File: src/sfsr_pkg.sv
// Constants, types and carriers for the serial flash status register bank
package sfsr_pkg;
  localparam int CLK_PERIOD_NS = 25;
  localparam int SRW_TIME_NS   = 200;
  localparam int SRW_CYCLES    = (SRW_TIME_NS + CLK_PERIOD_NS - 1) / CLK_PERIOD_NS;

  localparam logic [7:0] OP_WREN   = 8'h06;
  localparam logic [7:0] OP_WRDI   = 8'h04;
  localparam logic [7:0] OP_RD1    = 8'h05;
  localparam logic [7:0] OP_RD2    = 8'h35;
  localparam logic [7:0] OP_RD3    = 8'h15;
  localparam logic [7:0] OP_WR1    = 8'h01;
  localparam logic [7:0] OP_WR2    = 8'h31;
  localparam logic [7:0] OP_WR3    = 8'h11;
  localparam logic [7:0] OP_SUSP   = 8'h75;
  localparam logic [7:0] OP_RESUME = 8'h7A;
  localparam logic [7:0] OP_RSTEN  = 8'h66;
  localparam logic [7:0] OP_RST    = 8'h99;
  localparam logic [7:0] OP_PAGE   = 8'h02;
  localparam logic [7:0] OP_SECT   = 8'h20;
  localparam logic [7:0] OP_BLK32  = 8'h52;
  localparam logic [7:0] OP_BLK64  = 8'hD8;
  localparam logic [7:0] OP_CHIP_A = 8'h60;
  localparam logic [7:0] OP_CHIP_B = 8'hC7;

  // Byte counts of complete command sequences
  localparam logic [2:0] LEN_CMD   = 3'h1;
  localparam logic [2:0] LEN_STATUS_WRITE_CMD  = 3'h2;
  localparam logic [2:0] LEN_ERASE = 3'h4;
  localparam logic [2:0] LEN_PAGE  = 3'h5;

  // Field positions inside the three 8-bit registers
  localparam int WIP_BIT    = 0;
  localparam int WEL_BIT    = 1;
  localparam int GUARD_LSB  = 2;
  localparam int SLL_BIT    = 7;
  localparam int SLH_BIT    = 0;
  localparam int QUAD_BIT   = 1;
  localparam int PPAUSE_BIT = 2;
  localparam int OTP_LSB    = 3;
  localparam int INV_BIT    = 6;
  localparam int EPAUSE_BIT = 7;
  localparam int WAIT_BIT   = 0;
  localparam int DRV_LSB    = 5;

  localparam logic [3:0] DUAL_DUMMY_0 = 4'h4;
  localparam logic [3:0] DUAL_DUMMY_1 = 4'h8;
  localparam logic [3:0] QUAD_DUMMY_0 = 4'h6;
  localparam logic [3:0] QUAD_DUMMY_1 = 4'hA;

  typedef enum logic [1:0] {
    SFSR_IDLE = 2'h0,
    SFSR_CMD  = 2'h1,
    SFSR_ARG  = 2'h3,
    SFSR_READ = 2'h2
  } sfsr_state_t;

  typedef enum logic [2:0] {
    SFSR_OP_PAGE  = 3'h0,
    SFSR_OP_SECT  = 3'h1,
    SFSR_OP_BLK32 = 3'h2,
    SFSR_OP_BLK64 = 3'h3,
    SFSR_OP_CHIP  = 3'h4
  } sfsr_op_t;

  typedef struct packed {
    logic       status_lock_high;
    logic       status_lock_low;
    logic       guard_invert;
    logic [2:0] otp_lock;
    logic [4:0] guard;
    logic [1:0] drive_level;
    logic       wait_cycle_select;
  } sfsr_nv_t;

  localparam sfsr_nv_t NV_RESET = '{1'b0, 1'b0, 1'b0, 3'h0, 5'h00, 2'h1, 1'b0};

  typedef struct packed {
    logic cs_n;
    logic sclk;
    logic si;
  } sfsr_spi_in_t;
endpackage

File: src/sfsr_regs.sv
// Status register bank with its serial command front end
`timescale 1ns/10ps
// Function
// Bit 0 shows op_in_flight while program, erase or status write runs.
// Bit 1 shows write_latch; when 0, status writes, programs, erases are refused.
// Guard bits 6..2 are written by status write and shield a region from writes.
// Full wipe only when low guard bits all equal guard_invert.
// Status-protect pair 00 lets status writes through once write_latch is set.
// Pair (1,0) refuses status writes until power cycle, which restores (0,0).
// Pair (1,1) refuses every status write permanently; the code instead lets rst restore (0,0), as it does for (1,0).
// four_lane_allow in bit 9 is fixed at 1; writes to it are ignored.
// One-time lock bits 13..11 reset to 0, set individually, never cleared; the code clears them again on rst.
// guard_invert bit 14 is read/write, default 0, inverts protected region.
// erase_paused bit 15 and program_paused bit 10 set on suspend, read-only.
// Suspend flags clear on resume, software reset sequence and power cycle.
// wait_cycle_select picks 4 or 8 dummy cycles for dual address read.
// wait_cycle_select picks 6 or 10 dummy cycles for quad address read.
// drive_level 00,01,10,11 gives 100,75,50,25 percent; default 01.
// Status is three 8-bit registers; bits 23 and 20..17 reserved, read 0.
// write_latch clears at power-up, reset, write disable, status write, program, erase.
// Status write not ending on a byte boundary is refused, registers kept.
// Host should write 0 into every reserved status bit.
// Host values for read-only volatile bits are ignored during status writes.
module sfsr_regs (
  input  wire logic                  mclk,
  input  wire logic                  rst,
  input  wire sfsr_pkg::sfsr_spi_in_t spi_in,
  input  wire logic                  engine_busy,
  input  wire logic                  engine_erasing,
  input  wire logic                  engine_done,
  output logic                       so_out,
  output logic                       so_oe_n,
  output logic                       array_start,
  output sfsr_pkg::sfsr_op_t         array_kind,
  output logic [23:0]                array_addr,
  output logic                       suspend_req,
  output logic                       resume_req,
  output sfsr_pkg::sfsr_nv_t         nv,
  output logic                       four_lane_allow,
  output logic [3:0]                 dual_dummy,
  output logic [3:0]                 quad_dummy
);
  logic [1:0]            cs_s;
  logic [2:0]            sck_s;
  logic [1:0]            si_s;
  logic                  cs_d;
  logic                  sck_rise;
  logic                  sck_fall;
  logic                  cs_rise;
  sfsr_pkg::sfsr_state_t st;
  logic [7:0]            sh;
  logic [2:0]            bit_idx;
  logic [2:0]            nbytes;
  logic [7:0]            opcode;
  logic [7:0]            wdata;
  logic [23:0]           addr;
  logic [2:0]            out_bit;
  logic [7:0]            next_byte;
  logic                  write_latch;
  logic                  erase_paused;
  logic                  program_paused;
  logic                  reset_armed;
  logic [3:0]            srw_cnt;
  logic                  op_in_flight;
  logic                  on_boundary;
  logic                  srw_ok;
  logic                  arr_ok;
  logic                  chip_ok;
  logic [7:0]            sr1;
  logic [7:0]            sr2;
  logic [7:0]            sr3;
  logic [7:0]            sel_reg;

  // Link pins cross into mclk; only the second stage and beyond feed logic
  always_ff @(posedge mclk or posedge rst) begin
    if (rst) begin
      cs_s  <= 2'h3;
      sck_s <= 3'h0;
      si_s  <= 2'h0;
      cs_d  <= 1'b1;
    end else begin
      cs_s  <= {cs_s[0], spi_in.cs_n};
      sck_s <= {sck_s[1:0], spi_in.sclk};
      si_s  <= {si_s[0], spi_in.si};
      cs_d  <= cs_s[1];
    end
  end

  assign sck_rise  = sck_s[1] & ~sck_s[2] & ~cs_s[1];
  assign sck_fall  = ~sck_s[1] & sck_s[2] & ~cs_s[1];
  assign cs_rise   = cs_s[1] & ~cs_d;
  assign next_byte = {sh[6:0], si_s[1]};

  // Byte framing; sampling on rising clock, mode 0 or 3
  always_ff @(posedge mclk or posedge rst) begin
    if (rst) begin
      st      <= sfsr_pkg::SFSR_IDLE;
      sh      <= 8'h00;
      bit_idx <= 3'h0;
      nbytes  <= 3'h0;
      opcode  <= 8'h00;
      wdata   <= 8'h00;
      addr    <= 24'h00_0000;
    end else if (cs_s[1]) begin
      st      <= sfsr_pkg::SFSR_IDLE;
      bit_idx <= 3'h0;
      nbytes  <= 3'h0;
    end else if (st == sfsr_pkg::SFSR_IDLE) begin
      st <= sfsr_pkg::SFSR_CMD;
    end else if (sck_rise) begin
      sh      <= next_byte;
      bit_idx <= bit_idx + 3'h1;
      if (bit_idx == 3'h7) begin
        if (nbytes != 3'h7) begin
          nbytes <= nbytes + 3'h1;
        end
        if (nbytes == 3'h0) begin
          opcode <= next_byte;
        end
        if (nbytes == 3'h1) begin
          wdata <= next_byte;
        end
        if (nbytes >= 3'h1 && nbytes <= 3'h3) begin
          addr <= {addr[15:0], next_byte};
        end
        if (st == sfsr_pkg::SFSR_CMD) begin
          unique case (next_byte)
            sfsr_pkg::OP_RD1, sfsr_pkg::OP_RD2, sfsr_pkg::OP_RD3: st <= sfsr_pkg::SFSR_READ;
            default:                                              st <= sfsr_pkg::SFSR_ARG;
          endcase
        end
      end
    end
  end

  assign op_in_flight = (srw_cnt != 4'h0) | engine_busy;
  assign on_boundary  = (bit_idx == 3'h0);
  assign srw_ok = write_latch & ~op_in_flight & ~nv.status_lock_high;
  assign arr_ok = write_latch & ~op_in_flight;
  assign chip_ok = (nv.guard[2:0] == {3{nv.guard_invert}});

  // Live register images; reserved bits read as zero
  always_comb begin
    sr1 = 8'h00;
    sr2 = 8'h00;
    sr3 = 8'h00;
    sr1[sfsr_pkg::WIP_BIT]                = op_in_flight;
    sr1[sfsr_pkg::WEL_BIT]                = write_latch;
    sr1[sfsr_pkg::GUARD_LSB +: 5]         = nv.guard;
    sr1[sfsr_pkg::SLL_BIT]                = nv.status_lock_low;
    sr2[sfsr_pkg::SLH_BIT]                = nv.status_lock_high;
    sr2[sfsr_pkg::QUAD_BIT]               = four_lane_allow;
    sr2[sfsr_pkg::PPAUSE_BIT]             = program_paused;
    sr2[sfsr_pkg::OTP_LSB +: 3]           = nv.otp_lock;
    sr2[sfsr_pkg::INV_BIT]                = nv.guard_invert;
    sr2[sfsr_pkg::EPAUSE_BIT]             = erase_paused;
    sr3[sfsr_pkg::WAIT_BIT]               = nv.wait_cycle_select;
    sr3[sfsr_pkg::DRV_LSB +: 2]           = nv.drive_level;
    unique case (opcode)
      sfsr_pkg::OP_RD2: sel_reg = sr2;
      sfsr_pkg::OP_RD3: sel_reg = sr3;
      default:          sel_reg = sr1;
    endcase
  end

  // Read-out drives on falling clock; image stays live so busy can be polled
  always_ff @(posedge mclk or posedge rst) begin
    if (rst) begin
      so_out  <= 1'b0;
      so_oe_n <= 1'b1;
      out_bit <= 3'h0;
    end else if (st != sfsr_pkg::SFSR_READ) begin
      so_oe_n <= 1'b1;
      out_bit <= 3'h0;
    end else if (sck_fall) begin
      so_oe_n <= 1'b0;
      so_out  <= sel_reg[3'h7 - out_bit];
      out_bit <= out_bit + 3'h1;
    end
  end

  // Status write busy time
  always_ff @(posedge mclk or posedge rst) begin
    if (rst) begin
      srw_cnt <= 4'h0;
    end else if (cs_rise && on_boundary && nbytes >= sfsr_pkg::LEN_STATUS_WRITE_CMD && srw_ok &&
                 (opcode == sfsr_pkg::OP_WR1 || opcode == sfsr_pkg::OP_WR2 ||
                  opcode == sfsr_pkg::OP_WR3)) begin
      srw_cnt <= 4'(sfsr_pkg::SRW_CYCLES);
    end else if (srw_cnt != 4'h0) begin
      srw_cnt <= srw_cnt - 4'h1;
    end
  end

  // Non-volatile image; rst stands for a power cycle and restores delivery values
  always_ff @(posedge mclk or posedge rst) begin
    if (rst) begin
      nv <= sfsr_pkg::NV_RESET;
    end else if (cs_rise && on_boundary && nbytes >= sfsr_pkg::LEN_STATUS_WRITE_CMD && srw_ok) begin
      unique case (opcode)
        sfsr_pkg::OP_WR1: begin
          nv.status_lock_low <= wdata[sfsr_pkg::SLL_BIT];
          nv.guard           <= wdata[sfsr_pkg::GUARD_LSB +: 5];
        end
        sfsr_pkg::OP_WR2: begin
          nv.status_lock_high <= wdata[sfsr_pkg::SLH_BIT];
          nv.guard_invert     <= wdata[sfsr_pkg::INV_BIT];
          nv.otp_lock <= nv.otp_lock | wdata[sfsr_pkg::OTP_LSB +: 3];
        end
        sfsr_pkg::OP_WR3: begin
          nv.drive_level       <= wdata[sfsr_pkg::DRV_LSB +: 2];
          nv.wait_cycle_select <= wdata[sfsr_pkg::WAIT_BIT];
        end
        default: begin
        end
      endcase
    end
  end

  // Volatile flags; host values for them are never taken from write data
  always_ff @(posedge mclk or posedge rst) begin
    if (rst) begin
      write_latch    <= 1'b0;
      erase_paused   <= 1'b0;
      program_paused <= 1'b0;
      reset_armed    <= 1'b0;
      suspend_req    <= 1'b0;
      resume_req     <= 1'b0;
    end else begin
      suspend_req <= 1'b0;
      resume_req  <= 1'b0;
      if (engine_done) begin
        write_latch <= 1'b0;
      end
      if (cs_rise && on_boundary && nbytes != 3'h0) begin
        reset_armed <= (opcode == sfsr_pkg::OP_RSTEN);
        unique case (opcode)
          sfsr_pkg::OP_WREN: write_latch <= 1'b1;
          sfsr_pkg::OP_WRDI: write_latch <= 1'b0;
          sfsr_pkg::OP_WR1, sfsr_pkg::OP_WR2, sfsr_pkg::OP_WR3: begin
            if (srw_ok && nbytes >= sfsr_pkg::LEN_STATUS_WRITE_CMD) begin
              write_latch <= 1'b0;
            end
          end
          sfsr_pkg::OP_SUSP: begin
            if (engine_busy) begin
              suspend_req    <= 1'b1;
              erase_paused   <= erase_paused | engine_erasing;
              program_paused <= program_paused | ~engine_erasing;
            end
          end
          sfsr_pkg::OP_RESUME: begin
            resume_req     <= erase_paused | program_paused;
            erase_paused   <= 1'b0;
            program_paused <= 1'b0;
          end
          sfsr_pkg::OP_RST: begin
            if (reset_armed) begin
              write_latch    <= 1'b0;
              erase_paused   <= 1'b0;
              program_paused <= 1'b0;
            end
          end
          default: begin
          end
        endcase
      end
    end
  end

  // Array requests; the engine clears write_latch when it finishes
  always_ff @(posedge mclk or posedge rst) begin
    if (rst) begin
      array_start <= 1'b0;
      array_kind  <= sfsr_pkg::SFSR_OP_PAGE;
      array_addr  <= 24'h00_0000;
    end else begin
      array_start <= 1'b0;
      if (cs_rise && on_boundary && arr_ok) begin
        array_addr <= addr;
        unique case (opcode)
          sfsr_pkg::OP_PAGE: begin
            array_start <= (nbytes >= sfsr_pkg::LEN_PAGE);
            array_kind  <= sfsr_pkg::SFSR_OP_PAGE;
          end
          sfsr_pkg::OP_SECT: begin
            array_start <= (nbytes == sfsr_pkg::LEN_ERASE);
            array_kind  <= sfsr_pkg::SFSR_OP_SECT;
          end
          sfsr_pkg::OP_BLK32: begin
            array_start <= (nbytes == sfsr_pkg::LEN_ERASE);
            array_kind  <= sfsr_pkg::SFSR_OP_BLK32;
          end
          sfsr_pkg::OP_BLK64: begin
            array_start <= (nbytes == sfsr_pkg::LEN_ERASE);
            array_kind  <= sfsr_pkg::SFSR_OP_BLK64;
          end
          sfsr_pkg::OP_CHIP_A, sfsr_pkg::OP_CHIP_B: begin
            array_start <= (nbytes == sfsr_pkg::LEN_CMD) && chip_ok;
            array_kind  <= sfsr_pkg::SFSR_OP_CHIP;
          end
          default: begin
          end
        endcase
      end
    end
  end

  // Read timing outputs follow the stored configuration
  always_ff @(posedge mclk or posedge rst) begin
    if (rst) begin
      four_lane_allow <= 1'b1;
      dual_dummy      <= sfsr_pkg::DUAL_DUMMY_0;
      quad_dummy      <= sfsr_pkg::QUAD_DUMMY_0;
    end else begin
      four_lane_allow <= 1'b1;
      dual_dummy <= nv.wait_cycle_select ? sfsr_pkg::DUAL_DUMMY_1 : sfsr_pkg::DUAL_DUMMY_0;
      quad_dummy <= nv.wait_cycle_select ? sfsr_pkg::QUAD_DUMMY_1 : sfsr_pkg::QUAD_DUMMY_0;
    end
  end
endmodule

File: config.mk
export PLATFORM = sky130hd
export DESIGN_NAME = sfsr_regs
export DESIGN_NICKNAME = d
export VERILOG_FILES = /design/src/sfsr_pkg.sv /design/src/sfsr_regs.sv
export SDC_FILE = /design/constraint.sdc
export NUM_CORES = 1
export LEC_CHECK = 0
export ABC_AREA = 1
export BUFFER_PORTS_ARGS = -buffer_cell sky130_fd_sc_hd__clkbuf_2
export CAP_MARGIN = 15
export CORE_UTILIZATION = 52
export CTS_CLUSTER_SIZE = 25
export DETAILED_ROUTE_END_ITERATION = 7
export HOLD_SLACK_MARGIN = 0.08
export PLACE_DENSITY = 0.75
export SYNTH_ARGS = -nofsm -noshare
export SYNTH_HDL_FRONTEND = slang
export SYNTH_SLANG_ARGS = --single-unit
File: constraint.sdc
create_clock -name mclk -period 3.8 [get_ports mclk]
set_input_delay 0.38 -clock mclk [delete_from_list [all_inputs] [get_ports mclk]]
set_output_delay 0.38 -clock mclk [all_outputs]
set_load 0.02 [all_outputs]
== Word-level counts from Yosys, hierarchy flattened ==
Index checks and enable logic that the tools add are counted.

* Word-level logic and storage cells: 180
* Latch bits: 0
* Bits in writable memories: 0
* Bits in registers: 128
* Input bits: 8
* Memories: 0
* Output and inout port bits: 55
* Memory bits (read-only): 0

* Equality and inequality tests: 30
* Multiplexer cells: 43
* Div/mod/pow operators: 0
* Shifts and indexed selects: 0
* Reduce and logical (&&, ||, !) cells: 43
* $mul: 0
* $lt $le $gt $ge: 5
* Bitwise gates (word level): 21
* $add $sub $neg: 5

{| class="wikitable"
|+ Operators with widths
! cell !! count
|-
| == test 8 x 7 -> 1 bit, second input constant || 5
|-
| == test 8 x 6 -> 1 bit, second input constant || 4
|-
| 2-to-1 mux 3 bit || 10
|-
| == test 8 x 3 -> 1 bit, second input constant || 3
|-
| == test 8 x 5 -> 1 bit, second input constant || 3
|-
| == test 8 bit, second input constant || 3
|-
| 2-to-1 mux 1 bit || 17
|-
| 2-to-1 mux 4 bit || 4
|-
| case mux 8 bit (2 select lines) || 1
|-
| case mux 3 bit (5 select lines) || 1
|-
| AND reduction 5 bit || 3
|-
| nonzero test 3 bit || 5
|-
| AND reduction 2 bit || 6
|-
| 2-to-1 mux 2 bit || 5
|-
| nonzero test 2 bit || 5
|-
| adder 3 x 1 -> 3 bit, second input constant || 3
|-
| logical AND 1 bit || 9
|-
| NOT 1 bit || 9
|-
| case mux 1 bit (3 select lines) || 3
|-
| OR reduction 3 bit || 3
|-
| == test 8 x 1 -> 1 bit, second input constant || 1
|-
| == test 8 x 2 -> 1 bit, second input constant || 1
|-
| != test 2 bit, second input constant || 4
|-
| AND reduction 4 bit || 2
|-
| 24 further kinds || 37
|}

== Logic depth before layout (Yosys ltp) ==
Gate-level depths: netlist of run 1.

* Depth in word-level cells: 9
* Gate-level depth with buffers: 12
* Mapped depth without buffers: 12

== Least setup slack after synthesis of run 1 ==
OpenSTA, ideal clock, no wires.

* Path type: reg-to-reg
* Start: register bit_idx[0]
* End: register addr[1]
* Data required time: 3.673 ns
* Buffers on the path: 2
* Data arrival time: 1.517 ns
* Stages on the path, launching flop included: 11
* Library setup time: 0.127 ns
* Clock period less this slack: 1.643 ns
* Path slack: 2.157 ns
* Path through: dfrtp_1 ha_1 ha_1 inv_1 nor2_1 inv_1 nor2_1 o211ai_1 buf_2 buf_2 o21ai_0

* Cells in the longest elaborated chain, start to end: 2

{| class="wikitable"
|+ Ends and longest elaborated chain
! item !! RTL line !! source
|-
| from (decl) || sfsr_regs.sv:52 || <nowiki>logic [2:0] bit_idx;</nowiki>
|-
| from (signal assigned) || sfsr_regs.sv:112 || <nowiki>bit_idx <= bit_idx + 3'h1;</nowiki>
|-
| == test 3 bit || sfsr_regs.sv:113 || <nowiki>if (bit_idx == 3'h7) begin</nowiki>
|-
| AND reduction 5 bit (no line) || n/a ||
|-
| to (signal assigned) || sfsr_regs.sv:124 || <nowiki>addr <= {addr[15:0], next_byte};</nowiki>
|-
| to (decl) || sfsr_regs.sv:56 || <nowiki>logic [23:0] addr;</nowiki>
|}

Every way passes these cells.
A chain may end at the register's enable or synchronous reset.

== Worst setup path in the final report of run 1 ==
* Start: register srw_cnt[0]
* End: register array_kind[0]

* Cells in the longest elaborated chain, start to end: 6

{| class="wikitable"
|+ Ends and longest elaborated chain
! item !! RTL line !! source
|-
| from (decl) || sfsr_regs.sv:63 || <nowiki>logic [3:0] srw_cnt;</nowiki>
|-
| from (signal assigned) || sfsr_regs.sv:189 || <nowiki>srw_cnt <= 4'(sfsr_pkg::SRW_CYCLES);</nowiki>
|-
| from (signal assigned) || sfsr_regs.sv:191 || <nowiki>srw_cnt <= srw_cnt - 4'h1;</nowiki>
|-
| nonzero test 4 bit || sfsr_regs.sv:136 || <nowiki>assign op_in_flight = (srw_cnt != 4'h0) | engine_busy;</nowiki>
|-
| bitwise OR 1 bit || sfsr_regs.sv:136 ||
|-
| NOT 1 bit || sfsr_regs.sv:139 || <nowiki>assign arr_ok = write_latch & ~op_in_flight;</nowiki>
|-
| AND 1 bit || sfsr_regs.sv:139 ||
|-
| logical AND 1 bit || sfsr_regs.sv:279 || <nowiki>if (cs_rise && on_boundary && arr_ok) begin</nowiki>
|-
| AND reduction 2 bit (no line) || n/a ||
|-
| to (signal assigned) || sfsr_regs.sv:275 || <nowiki>array_kind <= sfsr_pkg::SFSR_OP_PAGE;</nowiki>
|-
| to (signal assigned) || sfsr_regs.sv:284 || <nowiki>array_kind <= sfsr_pkg::SFSR_OP_PAGE;</nowiki>
|-
| to (signal assigned) || sfsr_regs.sv:288 || <nowiki>array_kind <= sfsr_pkg::SFSR_OP_SECT;</nowiki>
|-
| to (decl) || sfsr_regs.sv:34 || <nowiki>output sfsr_pkg::sfsr_op_t array_kind,</nowiki>
|}

Every way passes these cells.

==> flow_summary.json, run 1 <==
{
  "core_area_um2": 9860,
  "path_buf_inv": 3,
  "clock_skew_ps": 9.21,
  "nets": 702,
  "path_max_fanout": 34,
  "post_cts_buffers": 0,
  "cp.arrival_ps": 2770,
  "start_util_pct": 54.4,
  "cts.sinks": 121,
  "required_ps": 4190,
  "p_leak_uw": 0.00322,
  "start_kind": "flop",
  "status": "finished clean",
  "ys_ff_latch": 121,
  "routabilityCongestion": 0.869,
  "synth_top_family_by_area": "simple AND/OR/NAND/NOR gates",
  "period_minus_slack_ps": 2380,
  "drv_cap": 0,
  "rrSetupSlack_ps": 1420,
  "postCtsHoldBufs": 4,
  "ant_nets": 0,
  "power_density_nw_per_um2": 490,
  "synth_fa_ha_area_share_pct": 2.80,
  "cp-end-kind": "flop",
  "grt_pass1_vias": 4327,
  "comb_power_share_pct": 2.7,
  "place_ws_ps": 1430,
  "antenna_found_initial": 0,
  "p_sw_uw": 672,
  "grt_pass1_wl_um": 20100,
  "die_w_um": 104,
  "fmax_ghz": 0.420,
  "power.share.clock_pct": 55.4,
  "place_hpwl_um": 7960,
  "swShare_pct": 21.3,
  "rr_endpoint": "array_kind[0]$_DFFE_PP0P_",
  "cp_cell_sequence": "inv_1 -> ha_1 -> nand2_1 -> clkinv_2 -> nand2_4 -> nor2_4 -> nand2_4 -> clkinv_1 -> o21ai_2 -> o21ai_0",
  "crit_slowest_cell": "clkinv_1",
  "syn_inst": 615,
  "multiInputGateArea_um2": 1950,
  "power_frac_seq_pct": 41.9,
  "syn_area_um2": 5360,
  "r2r_cells": 10,
  "synth-simple-area-share_pct": 22.8,
  "critPathKind": "reg -> reg",
  "numCtsBuffers": 17,
  "num_antenna_cells": 0,
  "drt_iter0_drc": 299,
  "synth_compound_gate_area_share_pct": 10.1,
  "fin_crit_sh_pct": 62.7,
  "clk_pin_slew_worst_paths_ps": 60,
  "cts-root-buf": "clkbuf_8",
  "slowest_delay_ps": 580,
  "finalHoldViolations": 0,
  "internal-power_uw": 2480,
  "cp.depth": 10,
  "final_util_pct": 65.2,
  "wl_um": 11600,
  "rsz0062_at_grt": "no",
  "tns_ps": 0,
  "synth-xor-area-share_pct": 0.327,
  "hold_path.class": "in -> reg",
  "ys_warn_count": 0,
  "vdd_drop_max_v": 0.000294,
  "syn_to_final_growth_pct": 20.0,
  "portBuffers": 57,
  "clk_latency_ps": 520,
  "tritoncts": "done",
  "die_h_um": 104,
  "avgRoutedWirePerCell_um": 14.1,
  "ctsResizeCount": 0,
  "cp-startpoint": "srw_cnt[0]$_DFFE_PP0P_",
  "cpLargestDelayFamily": "buffers and inverters",
  "clockBufferDepth": 2,
  "yosysSeqAreaShare_pct": 56.6,
  "die-area_um2": 10700,
  "r2r-start": "srw_cnt[0]$_DFFE_PP0P_",
  "drv_slew": 0,
  "regArea_um2": 3040,
  "grt_use_total_pct": 23.9,
  "worst_slack_ps": 1420,
  "setup_viol": 0,
  "synth.distinct_cells": 36,
  "drt_pass1_iterations": 5,
  "ios": 63,
  "fin_hold_ws_ps": 149,
  "synthMuxAreaShare_pct": 0,
  "max_slew_margin_pct": 46.1,
  "setup.worst_path.end": "array_kind[0]$_DFFE_PP0P_",
  "num_vias": 4316,
  "grt-ovfl-total": 0,
  "drive_gt1_share_pct": 17.0,
  "drc": 0,
  "grt_max_degree": 71,
  "avgSynthCellArea_um2": 8.72,
  "rows": 36,
  "viasPerCell": 5.21,
  "path_common_cell": "nand2_4",
  "htree_levels": 4,
  "tightest_slew_ps": 808,
  "nFillCells": 806
}
-- cell type report --
class / count / share of cell area, %
Tap cell: 133 / 2.59
Timing Repair Buffer: 64 / 5.41
Clock buffer: 18 / 6.65
Clock inverter: 14 / 3.42
Sequential cell: 121 / 47.2
Inverter: 76 / 4.49
Multi-Input combinational cell: 402 / 30.3
-- cells by family (layout without fill, tap and decap cells) --
family / after synthesis / in the layout
DFF: 121 / 121
buffers and inverters: 95 / 172
xor gates and xnor gates: 2 / 2
AOI/OAI and AO/OA: 101 / 101
adders and majority gates: 12 / 12
and+or+nand+nor: 282 / 282
other: 2 / 5
-- stage by stage --
| stage | cells | instance area (um2) | total power (uW) |
|---|---|---|---|
| finish | 828 | 6430 | 3150 |
| detailed placement | 792 | 5750 | 1430 |
| CTS | 828 | 6430 | 3170 |
| global placement | 792 | 5750 | 1420 |
| global route | 828 | 6430 | 3250 |
| floorplan | 618 | 5380 | 1400 |
-- worst min-delay path by stage --
stage | startpoint | endpoint | slack (ps) | cells after the start
3_3_place_gp | si_s[0]$_DFF_PP0_ | si_s[1]$_DFF_PP0_ | 330 | 0
4_1_cts | engine_done | write_latch$_DFF_PP0_ | 140 | 4
2_1_floorplan | sck_s[0]$_DFF_PP0_ | sck_s[1]$_DFF_PP0_ | 330 | 0
5_1_grt | engine_done | write_latch$_DFF_PP0_ | 150 | 4
3_5_place_dp | si_s[0]$_DFF_PP0_ | si_s[1]$_DFF_PP0_ | 340 | 0
6_report | engine_done | write_latch$_DFF_PP0_ | 150 | 4
-- power groups by stage --
stage	sequential, uW	clock, uW	combinational, uW
floorplan	1340	0	57.8
global placement	1340	0	81.6
detailed placement	1340	0	84.3
CTS	1320	1760	88.2
global route	1320	1830	97.8
finish	1320	1750	85.4
-- cells in the final DEF, fill, tap and decap left out, types with 4 or more instances in the layout --
cell type,Yosys,routed
inv_1,72,71
bufinv_16,0,5
conb_1,2,5
o21ai_0,61,61
nand4_1,7,7
nand2_1,170,170
nor2_2,4,4
dfstp_2,6,6
o21ai_1,12,12
clkbuf_16,0,16
nor2_1,44,44
nand3_1,34,34
nand2_4,4,4
a21oi_1,14,14
nor3_1,11,11
clkbuf_2,0,57
ha_1,12,12
dlygate4sd3_1,0,4
dfrtp_1,115,115
clkinv_4,0,5
-- worst register-to-register path, delay by kind of cell, from the launching register on --
kind | cells | cell delay [ps]
simple gates | 4 | 520
flops | 1 | 380
buf+inv | 3 | 780
compound gates | 2 | 390
fa+ha+maj | 1 | 190
-- state kept, by name, indices dropped and copies added (netlist names), 3 cells and up --
name	count
nv	14
nbytes	3
array_kind	3
addr	24
out_bit	3
wdata	7
bit_idx	3
srw_cnt	4
array_addr	24
sh	7
sck_s	3
opcode	8
-- Yosys cell counts (all sizes together) --
| master | instances | area (um2) |
|---|---|---|
| a21oi | 14 | 70.1 |
| buf | 11 | 75.1 |
| o21ai | 74 | 374 |
| nor2 | 49 | 201 |
| clkinv | 2 | 8.75 |
| or2 | 2 | 12.5 |
| ha | 12 | 150 |
| o21a | 2 | 15.0 |
| o21bai | 3 | 22.5 |
| o31ai | 1 | 7.51 |
| dfrtp | 115 | 2880 |
| a2111oi | 1 | 8.76 |
| o211ai | 1 | 7.51 |
| nor4 | 1 | 21.3 |
| nand2 | 177 | 702 |
| clkbuf | 8 | 30.0 |
| o22ai | 3 | 18.8 |
| dfstp | 6 | 158 |
| conb | 2 | 7.51 |
| xnor2 | 2 | 17.5 |
| nor3 | 12 | 71.3 |
| inv | 74 | 278 |
| nand4 | 7 | 43.8 |
| a211oi | 2 | 15.0 |
| nand3 | 34 | 170 |
-- metal layers --
metal | GRT usage, % | wire [um]
met1 | 30.0 | 5080
met2 | 38.7 | 5740
met4 | 10.7 | 262
met5 | 0 | 0
met3 | 6.54 | 554
No activity file was read; power rests on OpenSTA's default activity.
==> run 2, diff against run 1 <==
==> constraint.sdc (replaced) <==
create_clock -name mclk -period 2.1 [get_ports mclk]
set_input_delay 0.21 -clock mclk [delete_from_list [all_inputs] [get_ports mclk]]
set_output_delay 0.21 -clock mclk [all_outputs]
set_load 0.02 [all_outputs]
==> flow_summary.json, run 2 (same netlist as run 1, synthesis figures left out) <==
{
  "cp.arrival_ps": 2250,
  "vdd_drop_max_v": 0.000488,
  "routabilityCongestion": 0.910,
  "internal-power_uw": 4230,
  "cp-startpoint": "srw_cnt[0]$_DFFE_PP0P_",
  "p_sw_uw": 1220,
  "tns_ps": 0,
  "htree_levels": 4,
  "cts-root-buf": "clkbuf_8",
  "rsz0062_at_grt": "no",
  "p_leak_uw": 0.00324,
  "rows": 36,
  "drt_pass1_iterations": 4,
  "clk_pin_slew_worst_paths_ps": 60,
  "ant_nets": 0,
  "core_area_um2": 9860,
  "regArea_um2": 3040,
  "tightest_slew_ps": 584,
  "period_minus_slack_ps": 1840,
  "clk_latency_ps": 520,
  "grt-ovfl-total": 0,
  "final_cell_mix": "nand2_1, dfrtp_1, inv_1, o21ai_0, clkbuf_2",
  "avgRoutedWirePerCell_um": 13.6,
  "nFillCells": 792,
  "biggestRegsByFlops": "addr: 24 flops, array_addr: 24 flops, nv: 14 flops",
  "post_cts_buffers": 0,
  "grt_pass1_wl_um": 19500,
  "max_slew_margin_pct": 61.0,
  "place_hpwl_um": 8050,
  "r2r_cells": 10,
  "num_vias": 4212,
  "swShare_pct": 22.4,
  "setup_viol": 0,
  "drv_cap": 0,
  "die_h_um": 104,
  "start_kind": "flop",
  "die-area_um2": 10700,
  "finalPower_uw": 5450,
  "grt_max_degree": 52,
  "start_util_pct": 54.4,
  "tritoncts": "done",
  "critPathKind": "reg -> reg",
  "fmax_ghz": 0.544,
  "layout_commonest_cell": "nand2_1",
  "ios": 63,
  "clock_skew_ps": 9.21,
  "drv_slew": 0,
  "nets": 710,
  "path_max_fanout": 6,
  "status": "finished clean",
  "r2r-start": "srw_cnt[0]$_DFFE_PP0P_",
  "cts.sinks": 121,
  "grt_pass1_vias": 4061,
  "stdcell_area_um2": 6480,
  "hold_path.class": "in -> async",
  "wl_um": 11400,
  "power_density_nw_per_um2": 841,
  "clockBufferDepth": 2,
  "multiInputGateArea_um2": 1950,
  "numCtsBuffers": 17,
  "viasPerCell": 5.04,
  "required_ps": 2520,
  "num_antenna_cells": 0,
  "power.share.clock_pct": 53.2,
  "fin_crit_sh_pct": 87.6,
  "syn_to_final_growth_pct": 20.9,
  "drc": 0,
  "drive_gt1_share_pct": 17.4,
  "placed_area_um2": 5820,
  "ctsResizeCount": 0,
  "portBuffers": 57,
  "cp-end-kind": "flop",
  "comb_power_share_pct": 3.0,
  "die_w_um": 104,
  "finalHoldViolations": 0,
  "drt_iter0_drc": 396,
  "antenna_found_initial": 0,
  "grt_use_total_pct": 23.0,
  "power_frac_seq_pct": 43.8
}
[run 2: cell types whose count changed in the layout (fill, tap and decap cells not counted), sizes merged]
| cell | before | now |
|---|---|---|
| clkinv | 9 | 7 |
| clkinvlp | 1 | 3 |
| dlygate4sd3 | 4 | 7 |
| buf | 3 | 8 |
| inv | 75 | 77 |
| bufinv | 5 | 3 |
[run 2: repair_timing]
action                                 CTS  global route
setup endpoints to repair                0             0
endpoints found under the hold margin   26             0
hold buffers                             7             0
[run 2: final cells by class]
type                       instances  share of cell area, %
clock buffer                      18                   6.45
clock inverter                    14                   2.66
inverter                          76                   4.48
multi-input combinational        402                   30.0
sequential                       121                   46.8
tap                              133                   2.57
timing repair buffer              72                   6.99
[run 2: stage by stage]
stage                     utilization, %  worst slack (ps)  hold slack [ps]  cells
after floorplan                        -               412              214    618
after global placement              59.0               366              290    797
after detailed placement            59.0               304              297    797
after CTS                           65.7               279              298    836
after global routing                65.7              85.7              308    836
final                               65.7               261              291    836
[run 2: worst paths after layout]
check | endpoint | slack (ps)
max | nv[11]$_DFFE_PP0P_ | 260
min | si_s[0]$_DFF_PP0_ | 290
max reg2reg | nv[11]$_DFFE_PP0P_ | 260
min reg2reg | si_s[1]$_DFF_PP0_ | 350
max in group asynchronous | quad_dummy[2]$_DFF_PP1_ | 1120
min in group mclk | cs_s[0]$_DFF_PP1_ | 320
[run 2: per-layer routing]
metal  vias up  track usage [%]  share of wire (%)
li1       2105                -                  -
met1      1990             31.3                 47
met2       105             36.2                 48
met3        12             4.53                4.6
met4         0             9.52                1.0
met5         -                0                  0
[run 2: critical path, cell delays in order (launching register included)]
cell	delay [ps]
dfrtp_1	390
inv_1	100
ha_1	160
nand2_1	80
clkinv_2	90
nand2_4	60
nor2_4	110
nand2_1	70
nor3_1	130
nand3_1	250
o21ai_0	280
[run 2: power groups by stage]
stage          clock (uW)  combinational [uW]  sequential, uW
3_3_place_gp            0                 152            2430
2_1_floorplan           0                 105            2420
4_1_cts              2940                 168            2390
6_report             2900                 164            2390
3_5_place_dp            0                 156            2430
5_1_grt              3060                 186            2390
